`src/hw/mis_map.svh`:
```
`ifndef MIS_MAP_SVH
`define MIS_MAP_SVH
`define MIS_BCD_LIMIT 4'h9
`define MIS_BCD_FIX 4'h6
`define MIS_ADJ_NONE 8'h00
`define MIS_ADJ_LO 8'h06
`define MIS_ADJ_HI 8'h60
`define MIS_ADJ_BOTH 8'h66
`define MIS_ONE 8'h01
`define MIS_ZERO 8'h00
`endif

```
`src/hw/mis_pkg.sv`:
```
package mis_pkg;
	typedef enum logic [3:0] {
		MIS_OP_NONE = 4'h0,
		MIS_OP_INV_W = 4'h1,
		MIS_OP_BCD = 4'h2,
		MIS_OP_SUB_M = 4'h3,
		MIS_OP_SUB_W = 4'h4,
		MIS_OP_ADD_M = 4'h5,
		MIS_OP_ADD_W = 4'h6,
		MIS_OP_SLEEP = 4'h7,
		MIS_OP_GOTO = 4'h8
	} mis_op_t;
	typedef enum logic [1:0] {
		MIS_ST_RUN = 2'b00,
		MIS_ST_DUMMY = 2'b01,
		MIS_ST_SLEEP = 2'b10
	} mis_state_t;
endpackage

```
`src/hw/mis_alu.sv`:
```
`timescale 1ns/1ps
`include "mis_map.svh"
// Combinational result and flag generation for one instruction
module mis_alu
	import mis_pkg::*;
(
	input wire mis_op_t op_i,
	input wire logic [7:0] mem_i,
	input wire logic [7:0] work_i,
	input wire logic nib_ovf_i,
	input wire logic ovf_i,
	output logic [7:0] result_o,
	output logic to_mem_o,
	output logic to_work_o,
	output logic upd_null_o,
	output logic upd_ovf_o,
	output logic ovf_o
);
	logic lo_fix;
	logic hi_fix;
	logic [7:0] adj;
	logic [8:0] bcd_sum;

	// Decimal correction choice
	always_comb begin
		lo_fix = (work_i[3:0] > `MIS_BCD_LIMIT) || nib_ovf_i; // [RULE2]
		hi_fix = (work_i[7:4] > `MIS_BCD_LIMIT) || ovf_i; // [RULE3]
		if (lo_fix && hi_fix) begin
			adj = `MIS_ADJ_BOTH; // [RULE4]
		end else if (hi_fix) begin
			adj = `MIS_ADJ_HI;
		end else if (lo_fix) begin
			adj = `MIS_ADJ_LO;
		end else begin
			adj = `MIS_ADJ_NONE;
		end
		bcd_sum = {1'b0, work_i} + {1'b0, adj};
	end

	// Result and destination per operation
	always_comb begin
		result_o = `MIS_ZERO;
		to_mem_o = 1'b0;
		to_work_o = 1'b0;
		upd_null_o = 1'b0;
		upd_ovf_o = 1'b0;
		ovf_o = ovf_i;
		case (op_i)
			MIS_OP_INV_W: begin
				result_o = ~mem_i; // [RULE1]
				to_work_o = 1'b1;
				upd_null_o = 1'b1;
			end
			MIS_OP_BCD: begin
				result_o = bcd_sum[7:0]; // [RULE4]
				to_mem_o = 1'b1;
				upd_ovf_o = 1'b1; // [RULE5]
				ovf_o = bcd_sum[8] | hi_fix;
			end
			MIS_OP_SUB_M: begin
				result_o = mem_i - `MIS_ONE; // [RULE6]
				to_mem_o = 1'b1;
				upd_null_o = 1'b1;
			end
			MIS_OP_SUB_W: begin
				result_o = mem_i - `MIS_ONE; // [RULE7]
				to_work_o = 1'b1;
				upd_null_o = 1'b1;
			end
			MIS_OP_ADD_M: begin
				result_o = mem_i + `MIS_ONE; // [RULE8]
				to_mem_o = 1'b1;
				upd_null_o = 1'b1;
			end
			MIS_OP_ADD_W: begin
				result_o = mem_i + `MIS_ONE; // [RULE9]
				to_work_o = 1'b1;
				upd_null_o = 1'b1;
			end
			default: begin
				result_o = `MIS_ZERO;
			end
		endcase
	end
endmodule // mis_alu

```
`src/hw/mis_core.sv`:
```
`timescale 1ns/1ps
`include "mis_map.svh"
// Operation
// [RULE1] Inverting into the working register loads it with the complemented memory byte.
// [RULE2] Decimal adjust adds 6 to the low nibble when above 9 or the nibble carry is set.
// [RULE3] Decimal adjust adds 6 to the high nibble when above 9 or the carry is set.
// [RULE4] Decimal adjust adds 00, 06, 60 or 66 hex and writes the sum to memory.
// [RULE5] Decimal adjust touches only the carry, set when the decimal sum reaches 100.
// [RULE6] Memory decrement writes the byte minus one back and updates the zero flag.
// [RULE7] Working decrement puts the byte minus one in the working register only.
// [RULE8] Memory increment writes the byte plus one back and updates the zero flag.
// [RULE9] Working increment puts the byte plus one in the working register only.
// [RULE10] Power-down stops execution and gates the clock, keeping all state.
// [RULE11] Power-down clears the watchdog counter and its prescaler.
// [RULE12] Power-down sets the sleep flag and clears the expiry flag, nothing else; an expiry in the same cycle leaves the expiry flag set instead.
// [RULE13] Goto loads the program counter with the instruction address.
// [RULE14] Goto takes two cycles with one dummy slot.
// [RULE15] An updated zero flag is set exactly when the 8-bit result is zero.
module mis_core
	import mis_pkg::*;
#(
	parameter int PC_W = 11,
	parameter int WDT_W = 16,
	parameter int PRE_W = 8
) (
	input wire logic clk_sys_i,
	input wire logic rst_n_i,
	input wire logic clk_en_i,
	input wire logic op_valid_i,
	input wire mis_op_t op_i,
	input wire logic [PC_W-1:0] goto_addr_i,
	input wire logic [7:0] mem_rdata_i,
	input wire logic wake_i,
	output logic op_ready_o,
	output logic [7:0] mem_wdata_o,
	output logic mem_we_o,
	output logic [7:0] working_register_o,
	output logic null_result_flag_o,
	output logic overflow_flag_o,
	output logic nibble_overflow_flag_o,
	input wire logic nibble_overflow_flag_i,
	input wire logic nib_set_i,
	output logic sleep_flag_o,
	output logic expiry_flag_o,
	input wire logic wdt_expire_i,
	output logic [PC_W-1:0] pc_o,
	output logic fetch_dummy_o,
	output logic clk_gate_o,
	output logic [WDT_W-1:0] watchdog_counter_o,
	output logic [PRE_W-1:0] prescaler_o
);
	// Refuse widths the sequencer cannot serve
	if (PC_W < 1 || PC_W > 16 || WDT_W < 1 || PRE_W < 1) begin : g_bad_width
		$error("mis_core: unsupported width");
	end

	mis_state_t state_q, state_d;
	logic [7:0] work_q, work_d;
	logic [7:0] mem_wdata_q, mem_wdata_d;
	logic mem_we_q, mem_we_d;
	logic null_q, null_d, ovf_q, ovf_d, sleep_q, sleep_d, exp_q, exp_d;
	logic [PC_W-1:0] pc_q, pc_d;
	logic [WDT_W-1:0] wdt_q, wdt_d;
	logic [PRE_W-1:0] pre_q, pre_d;
	logic wake_s1_q, wake_s2_q;
	logic [7:0] alu_res;
	logic to_mem, to_work, upd_null, upd_ovf, alu_ovf, take;

	// Result computation
	mis_alu u_alu (
		.op_i(op_i),
		.mem_i(mem_rdata_i),
		.work_i(work_q),
		.nib_ovf_i(nibble_overflow_flag_i),
		.ovf_i(ovf_q),
		.result_o(alu_res),
		.to_mem_o(to_mem),
		.to_work_o(to_work),
		.upd_null_o(upd_null),
		.upd_ovf_o(upd_ovf),
		.ovf_o(alu_ovf)
	);

	assign take = op_valid_i && (state_q == MIS_ST_RUN);
	assign op_ready_o = (state_q == MIS_ST_RUN);
	assign fetch_dummy_o = (state_q == MIS_ST_DUMMY);
	assign clk_gate_o = (state_q == MIS_ST_SLEEP); // [RULE10]
	assign nibble_overflow_flag_o = nibble_overflow_flag_i | nib_set_i;

	// Next state of sequencer, registers and flags
	always_comb begin
		state_d = state_q;
		work_d = work_q;
		mem_wdata_d = mem_wdata_q;
		mem_we_d = 1'b0;
		null_d = null_q;
		ovf_d = ovf_q;
		sleep_d = sleep_q;
		exp_d = exp_q | wdt_expire_i;
		pc_d = pc_q;
		pre_d = pre_q + 1'b1;
		wdt_d = (pre_q == {PRE_W{1'b1}}) ? wdt_q + 1'b1 : wdt_q;
		case (state_q)
			MIS_ST_RUN: begin
				if (take) begin
					pc_d = pc_q + 1'b1;
					if (to_work) begin
						work_d = alu_res;
					end
					if (to_mem) begin
						mem_wdata_d = alu_res;
						mem_we_d = 1'b1;
					end
					if (upd_null) begin
						null_d = (alu_res == `MIS_ZERO); // [RULE15]
					end
					if (upd_ovf) begin
						ovf_d = alu_ovf; // [RULE5]
					end
					if (op_i == MIS_OP_GOTO) begin
						pc_d = goto_addr_i; // [RULE13]
						state_d = MIS_ST_DUMMY; // [RULE14]
					end
					if (op_i == MIS_OP_SLEEP) begin
						wdt_d = '0; // [RULE11]
						pre_d = '0;
						sleep_d = 1'b1; // [RULE12]
						exp_d = wdt_expire_i; // Expiry in the same cycle wins over the clear
						state_d = MIS_ST_SLEEP; // [RULE10]
					end
				end
			end
			MIS_ST_DUMMY: begin
				state_d = MIS_ST_RUN; // [RULE14]
			end
			MIS_ST_SLEEP: begin
				wdt_d = wdt_q; // [RULE10]
				pre_d = pre_q;
				exp_d = exp_q;
				if (wake_s2_q) begin
					state_d = MIS_ST_RUN;
				end
			end
			default: begin
				state_d = MIS_ST_RUN;
			end
		endcase
	end

	// Registers
	always_ff @(posedge clk_sys_i or negedge rst_n_i) begin
		if (!rst_n_i) begin
			state_q <= MIS_ST_RUN;
			work_q <= `MIS_ZERO;
			mem_wdata_q <= `MIS_ZERO;
			mem_we_q <= 1'b0;
			null_q <= 1'b0;
			ovf_q <= 1'b0;
			sleep_q <= 1'b0;
			exp_q <= 1'b0;
			pc_q <= '0;
			wdt_q <= '0;
			pre_q <= '0;
			wake_s1_q <= 1'b0;
			wake_s2_q <= 1'b0;
		end else if (clk_en_i) begin
			state_q <= state_d;
			work_q <= work_d;
			mem_wdata_q <= mem_wdata_d;
			mem_we_q <= mem_we_d;
			null_q <= null_d;
			ovf_q <= ovf_d;
			sleep_q <= sleep_d;
			exp_q <= exp_d;
			pc_q <= pc_d;
			wdt_q <= wdt_d;
			pre_q <= pre_d;
			wake_s1_q <= wake_i;
			wake_s2_q <= wake_s1_q;
		end
	end

	assign mem_wdata_o = mem_wdata_q;
	assign mem_we_o = mem_we_q;
	assign working_register_o = work_q;
	assign null_result_flag_o = null_q;
	assign overflow_flag_o = ovf_q;
	assign sleep_flag_o = sleep_q;
	assign expiry_flag_o = exp_q;
	assign pc_o = pc_q;
	assign watchdog_counter_o = wdt_q;
	assign prescaler_o = pre_q;

	// Checks
	inv_to_work_a: assert property (@(posedge clk_sys_i) disable iff (!rst_n_i) // [RULE1]
		take && clk_en_i && op_i == MIS_OP_INV_W |=> work_q == ~$past(mem_rdata_i) && !mem_we_q)
		else $error("invert result wrong");
	bcd_write_a: assert property (@(posedge clk_sys_i) disable iff (!rst_n_i) // [RULE4]
		take && clk_en_i && op_i == MIS_OP_BCD |=> mem_we_q && null_q == $past(null_q))
		else $error("bcd adjust write wrong");
	dec_mem_a: assert property (@(posedge clk_sys_i) disable iff (!rst_n_i) // [RULE6]
		take && clk_en_i && op_i == MIS_OP_SUB_M |=> mem_wdata_q == $past(mem_rdata_i) - `MIS_ONE)
		else $error("decrement wrong");
	dec_work_a: assert property (@(posedge clk_sys_i) disable iff (!rst_n_i) // [RULE7]
		take && clk_en_i && op_i == MIS_OP_SUB_W |=> work_q == $past(mem_rdata_i) - `MIS_ONE)
		else $error("working decrement wrong");
	inc_mem_a: assert property (@(posedge clk_sys_i) disable iff (!rst_n_i) // [RULE8]
		take && clk_en_i && op_i == MIS_OP_ADD_M |=>
		mem_we_q && mem_wdata_q == $past(mem_rdata_i) + `MIS_ONE)
		else $error("increment wrong");
	inc_work_a: assert property (@(posedge clk_sys_i) disable iff (!rst_n_i) // [RULE9]
		take && clk_en_i && op_i == MIS_OP_ADD_W |=> work_q == $past(mem_rdata_i) + `MIS_ONE)
		else $error("working increment wrong");
	sleep_entry_a: assert property (@(posedge clk_sys_i) disable iff (!rst_n_i) // [RULE12]
		take && clk_en_i && op_i == MIS_OP_SLEEP |=>
		sleep_q && exp_q == $past(wdt_expire_i) && wdt_q == '0 && pre_q == '0 && clk_gate_o)
		else $error("power down entry wrong");
	goto_two_a: assert property (@(posedge clk_sys_i) disable iff (!rst_n_i) // [RULE14]
		take && clk_en_i && op_i == MIS_OP_GOTO |=> fetch_dummy_o && pc_q == $past(goto_addr_i))
		else $error("goto sequence wrong");
	null_flag_a: assert property (@(posedge clk_sys_i) disable iff (!rst_n_i) // [RULE15]
		take && clk_en_i && upd_null |=> null_q == ($past(alu_res) == `MIS_ZERO))
		else $error("zero flag wrong");
endmodule // mis_core

```
`config.mk`:
```
export PLATFORM = sky130hd
export DESIGN_NAME = mis_core
export DESIGN_NICKNAME = d
export VERILOG_FILES = /design/src/hw/mis_pkg.sv /design/src/hw/mis_alu.sv /design/src/hw/mis_core.sv
export VERILOG_INCLUDE_DIRS = /design/src /design/src/hw
export SDC_FILE = /design/constraint.sdc
export NUM_CORES = 1
export LEC_CHECK = 0
export BUFFER_PORTS_ARGS = -buffer_cell sky130_fd_sc_hd__clkbuf_2
export CAP_MARGIN = 40
export CORE_UTILIZATION = 46
export DETAILED_ROUTE_END_ITERATION = 16
export PLACE_DENSITY_LB_ADDON = 0.2
export SLEW_MARGIN = 15
export SYNTH_ARGS = -nofsm -noshare
export SYNTH_HDL_FRONTEND = slang
export SYNTH_SLANG_ARGS = --single-unit
export TNS_END_PERCENT = 10
```
`constraint.sdc`:
```
create_clock -name clk_sys_i -period 4.7 [get_ports clk_sys_i]
set_clock_uncertainty 0.15 [all_clocks]
set_input_delay 0.47 -clock clk_sys_i [delete_from_list [all_inputs] [get_ports clk_sys_i]]
set_output_delay 0.47 -clock clk_sys_i [all_outputs]
set_load 0.02 [all_outputs]
```
==> results of run 1 <==
-- metal layers --
| metal | global-route usage [%] | wire length (µm) | vias up |
|---|---|---|---|
| li1 | - | - | 1604 |
| met1 | 29.9 | 4100 | 1538 |
| met2 | 34.6 | 4090 | 105 |
| met3 | 5.13 | 513 | 13 |
| met4 | 8.87 | 194 | 0 |
| met5 | 0 | 0 | - |
-- placed cells by master (no fill, tap or decap), types with 6 or more instances in the layout --
master,count
ha_1,13
xnor2_1,10
dfrtp_1,60
nand2_1,38
inv_1,11
nand3_1,14
and3_1,7
nor2_1,54
a21o_1,6
o21ai_1,10
o21ai_0,24
clkbuf_2,90
clkbuf_8,11
xor2_1,15
a21oi_1,32
-- cells by family (layout without fill, tap and decap cells) --
logic type	Yosys count	count (layout)	share of synthesized area, %
xor gates and xnor gates	25	25	6.06
AOI/OAI and AO/OA	102	102	17.5
adders and majority gates	15	15	5.61
and+or+nand+nor	163	163	23.5
muxes	9	9	2.63
DFF	60	60	41.5
buffers and inverters	28	123	3.22
-- cell type report --
cell class              instances  area share (%)
clock buffers                  11            3.49
multi-input cells             314            46.0
clock inverters                 5           0.836
inverters                      13            1.12
well taps                      99            2.85
flip-flops and latches         60            34.6
repair buffers                 94            11.1
-- report_power, final --
part           internal (mW)  total, mW  switching, mW
sequential             0.612      0.716          0.105
clock                  0.220      0.436          0.217
combinational          0.195      0.519          0.324
-- critical path, delay by kind of cell, from the launching register on --
family / cells / cell delay, ps
xor gates and xnor gates: 1 / 160
DFF: 1 / 490
AOI/OAI and AO/OA: 3 / 670
adders and majority gates: 2 / 620
and+or+nand+nor: 4 / 700
buffers and inverters: 1 / 60
-- state kept, by name, indices dropped and copies added, names as in the netlist --
register,count
expiry_flag_o,1
mem_wdata_o,8
state_q,2
prescaler_o,8
pc_o,11
sleep_flag_o,1
null_result_flag_o,1
mem_we_o,1
watchdog_counter_o,16
wake_s1_q,1
working_register_o,8
wake_s2_q,1
overflow_flag_o,1
-- through the flow --
step / cell area [µm²] / worst slack, ps / power, mW / util, % / hold WS (ps)
final: 4340 / 1740 / 1.67 / 58.6 / 146
after global routing: 4340 / 1480 / 1.77 / 58.6 / 201
after CTS: 4330 / 1720 / 1.69 / 58.5 / 156
after detailed placement: 4150 / 1540 / 1.25 / 56.0 / 314
after global placement: 4140 / 1630 / 1.24 / 55.9 / 306
after floorplan: 3620 / 1820 / 1.06 / - / 24.4
-- path summary, 6_finish.rpt --
| path | startpoint | endpoint | cells after the start | slack [ps] |
|---|---|---|---|---|
| max | working_register_o[3] | null_result_flag_o | 11 | 1740 |
| min | rst_n_i | prescaler_o[5] | 2 | 150 |
| max reg2reg | working_register_o[3] | null_result_flag_o | 11 | 1740 |
| min reg2reg | sleep_flag_o | sleep_flag_o | 1 | 330 |
| max in group asynchronous | rst_n_i | pc_o[7] | 2 | 3760 |
| min in group clk_sys_i | wdt_expire_i | expiry_flag_o | 3 | 180 |
==> metrics, run 1 <==
count leader, synth=dfrtp_1; initial antenna violation count=0; clk_lat worst skew=340 ps; slowest CP cell=dfrtp_1; final setup TNS=0 ps; Post-Place Cells=579; sequential share of the synthesized area=41.5%; leakage power=2.08 nW; crit-path max cell delay=490 ps; final hold violations=0; clk root buf=clkbuf_8; Max Root-Sink Buffers=2; Via Count=3,260; IO Port Bufs=90; Initial DRC Count=185; Worst EP required=4800 ps; DR pass1 iterations=4; ys flop type=dfrtp_1; Syn-to-layout area delta=20.0%; pin count of the biggest net entering global routing=61; Reg clk slew, reported paths=70 ps; layout cell share with drive strength beyond 1=26.0%; post-layout net count=538; clock sinks=60; H-tree levels=3; Synth async-reset ratio=100%; antenna-violating nets left=0; Max Freq=338 MHz; Synth area leaders=dfrtp_1 (42%), nor2_1 (5.6%), ha_1 (4.5%), a21oi_1 (4.4%), nand2_1 (3.9%); final worst path period share=63.0%; diode count=0; DRC=0; global-route wire length before repair=14,500 µm; Setup Buffers After CTS=0; storage element area=0.00150 mm²; Worst Setup Start Kind=flop; multi-input logic area=0.00200 mm²; die extent in y=90.7 µm; clock buffer count from CTS=9; die area=0.00822 mm²; maxcap violations=0; I/O pin total=91; setup violators final=0; Worst EP arrival=3060 ps; worst-margin pin slew=893 ps; RSZ-0062 raised after global routing=false; yosys warns=0; worst hold-check path type=in2async; Fillers=692; Synth Register Bits=60; outcome=finished, final reports clean; Avg Inst Size Synth=8.99 µm²; max-slew violation count=0; vias in the first global route=2,960; CP Cell Sequence=o21ai_0 -> nand2b_1 -> ha_1 -> inv_1 -> fa_1 -> nand3b_1 -> xnor2_1 -> a221o_1 -> nand2b_1 -> nand3b_1 -> o31ai_1; gpl congestion=0.937; fin crit period=2960 ps; max_slew headroom=40.2%; core area=0.00741 mm²; critical path fanouts, max=9; Synth top area share=41.5%; Post-synth top cells=dfrtp_1 (60), nor2_1 (54), nand2_1 (38); TritonCTS clock tree=yes; DRT Wirelength=8900 µm; Synth area leader=dfrtp_1; wire per inst=14.9 µm; Rows=31; PD cells=385 mW/mm²; hold-fix buffer count after cts=0; Mapped Nets=448; WS Path Type=reg2reg; CP endpoint kind=flop; GRT Total Usage=22.3%; number of synthesized flops with an enable pin=0; post-CTS resize count=0; Die Span X=90.7 µm; Mapped Area=0.00362 mm²; Starting Density=48.8%; Netlist cell types=65; Cells after Synth=402; Post-Layout Cell Count=596; vias per cell=5.47; GR Overflow Total=0; DP HPWL=6550 µm; Worst VDD drop=155 µV
Note: power is estimated with default switching activity, not from simulation.
==> run 2: changes to the inputs <==
- clock period: 4.7 -> 2.9 ns (I/O delays scaled with it)
==> run 2 against run 1 <==
Utilization is 2.0 points higher; power is 78% higher; global-route usage is 0.91 points higher; design area is 3.5% higher; non-clock buffer count is 11 higher; wire length is 0.73% higher; highest routed layer unchanged.
==> metrics, run 2 (synthesis gave the netlist of run 1 again) <==
outcome=finished, final reports clean; Worst Hold End=pc_o[0]; critical path fanouts, max=5 (-4); wire per inst=14.8 µm (-1.1%); hold_ws=23.8 ps (-122 ps); final setup TNS=0 ps (unchanged); GR Overflow Total=0 (unchanged); DR pass1 iterations=4 (unchanged); Logic pwr share=29.0% (-2.0 points); worst hold-check path type=in2reg; Syn-to-layout area delta=24.2%; leakage power=2.16 nW (+4.1%); pin count of the biggest net entering global routing=61 (unchanged); worst-margin pin slew=819 ps (-74.1 ps); crit-path max cell delay=420 ps (-70 ps); antenna-violating nets left=0 (unchanged); IO Port Bufs=90 (unchanged); commonest non-fill, non-tap cell in the layout=clkbuf_2; final worst path period share=92.5% (+29 points); layout cell share with drive strength beyond 1=27.8% (+1.8 points); sw frac=35.4% (-3.2 points); max_slew headroom=45.2% (+4.9 points); Rows=31 (unchanged); HP Start=goto_addr_i[0]; global-route wire length before repair=15,100 µm (+4.5%); vias per cell=5.48 (+0.15%); worst reg2reg path endpoint=null_result_flag_o; maxcap violations=0 (unchanged); final core occ=60.6% (+2.0 points); RSZ-0062 raised after global routing=false; commonest cells after routing, fill and taps aside=clkbuf_2 (90), dfrtp_1 (60), nor2_1 (54); Initial DRC Count=181 (-2.2%); max reg flops=16 (unchanged); WS Path Type=reg2reg; max-slew violation count=0 (unchanged); Worst EP required=3000 ps (-1800 ps); Worst EP arrival=2780 ps (-280 ps); slowest CP cell=dfrtp_1; CP endpoint kind=flop; Reg2Reg Depth=11 (unchanged); CP Cell Sequence=o21ai_0 -> nand2b_1 -> ha_2 -> inv_1 -> fa_2 -> nand3b_1 -> xnor2_1 -> a221o_1 -> nand2b_1 -> nand3b_1 -> o31ai_1; clock sinks=60 (unchanged); Critical path buffers and inverters=1 (unchanged); worst reg2reg setup slack=220 ps (-1520 ps); Worst VDD drop=328 µV (+110%); hold-critical path depth=3; diode count=0 (unchanged); die extent in y=90.7 µm (unchanged); final hold violations=0 (unchanged); Via Count=3,325 (+2.0%); sequential power share=39.2% (-3.7 points); initial antenna violation count=0 (unchanged); Starting Density=48.8% (unchanged); placed cell areas=0.00422 mm² (+1.8%); Worst Setup Start Kind=flop; Final Cell Area=0.00449 mm² (+3.5%); DP HPWL=6650 µm (+1.4%); core area=0.00741 mm² (unchanged); power share of the clock group=31.8% (+5.7 points); Critical R2R Launch=working_register_o[2]; DRT Wirelength=8970 µm (+0.73%); Die Span X=90.7 µm (unchanged); Reg clk slew, reported paths=80 ps (about the same); gpl congestion=0.950 (+1.4%); clock buffer count from CTS=9 (unchanged); vias in the first global route=3,098 (+4.7%); clk root buf=clkbuf_8; fin crit period=2680 ps (-280 ps); setup violators final=0 (unchanged); DRC=0 (unchanged); Fillers=687 (-0.72%); die area=0.00822 mm² (unchanged); Internal=1.92 mW (+87%); TritonCTS clock tree=yes; post-layout net count=549 (+2.0%); H-tree levels=3 (unchanged); overall power=2.97 mW (+78%); GRT Total Usage=23.2% (+0.91 points); clk_lat worst skew=340 ps (about the same); PD cells=661 mW/mm² (+72%); I/O pin total=91 (unchanged); Max Freq=373 MHz (+10%); Max Root-Sink Buffers=2 (unchanged); switching pwr=1.05 mW (+63%); CP delay by family, top=compound AO/OA/AOI/OAI gates
-- run 2: changes by cell type in the layout (fill, tap and decap cells not counted) --
cell / before / now
clkbuf_4: 1 / 0
fa_1: 2 / 1
clkbuf_8: 11 / 10
ha_1: 13 / 12
bufinv_16: 0 / 3
fa_2: 0 / 1
buf_4: 3 / 14
dlygate4sd3_1: 0 / 1
clkinvlp_4: 3 / 1
ha_2: 0 / 1
-- run 2: per-layer routing --
metal / vias up / share of wire, % / GRT usage (%)
met5: - / 0 / 0
met2: 87 / 48 / 36.6
met4: 0 / 1.4 / 7.12
li1: 1635 / - / -
met3: 14 / 4.7 / 4.97
met1: 1589 / 46 / 31.8
-- run 2: how the worst max path moves through the flow --
stage,from,to,slack (ps),depth (start not counted)
after global placement,op_i[3],null_result_flag_o,240,11
after global routing,working_register_o[2],null_result_flag_o,50,11
after CTS,working_register_o[2],null_result_flag_o,160,11
final,working_register_o[2],null_result_flag_o,220,11
after detailed placement,working_register_o[2],null_result_flag_o,180,11
after floorplan,working_register_o[3],null_result_flag_o,20,12
-- run 2: timing repair --
item	in CTS	in global routing
resized for setup	0	2
endpoints found under the hold margin	60	0
buffers inserted	0	1
setup endpoints to repair	0	1
hold buffers	1	0
-- run 2: final cells by class --
class                   instances  area, µm²  area share, %
flip-flops and latches         60       1500           33.4
well taps                      99        124           2.76
inverters                      13       48.8           1.09
multi-input cells             314       2000           44.6
clock buffers                  10        138           3.06
clock inverters                 6        111           2.48
repair buffers                105        566           12.6
-- run 2: power groups by stage --
stage	combinational (mW)	sequential, mW	clock, mW
5_1_grt	0.950	1.19	1.00
2_1_floorplan	0.382	1.33	0
3_5_place_dp	0.861	1.17	0
3_3_place_gp	0.849	1.17	0
4_1_cts	0.865	1.16	0.962
6_report	0.861	1.16	0.944
-- run 2: stage by stage --
step           setup WS, ps  instances
2_1_floorplan          21.8        402
3_3_place_gp            239        589
3_5_place_dp            181        589
4_1_cts                 156        606
5_1_grt                54.0        607
6_report                218        607
-- run 2: tightest hold or removal path: cells and delay by family --
family | cells | cell delay (ps)
and+or+nand+nor | 2 | 100
buffers and inverters | 1 | 80
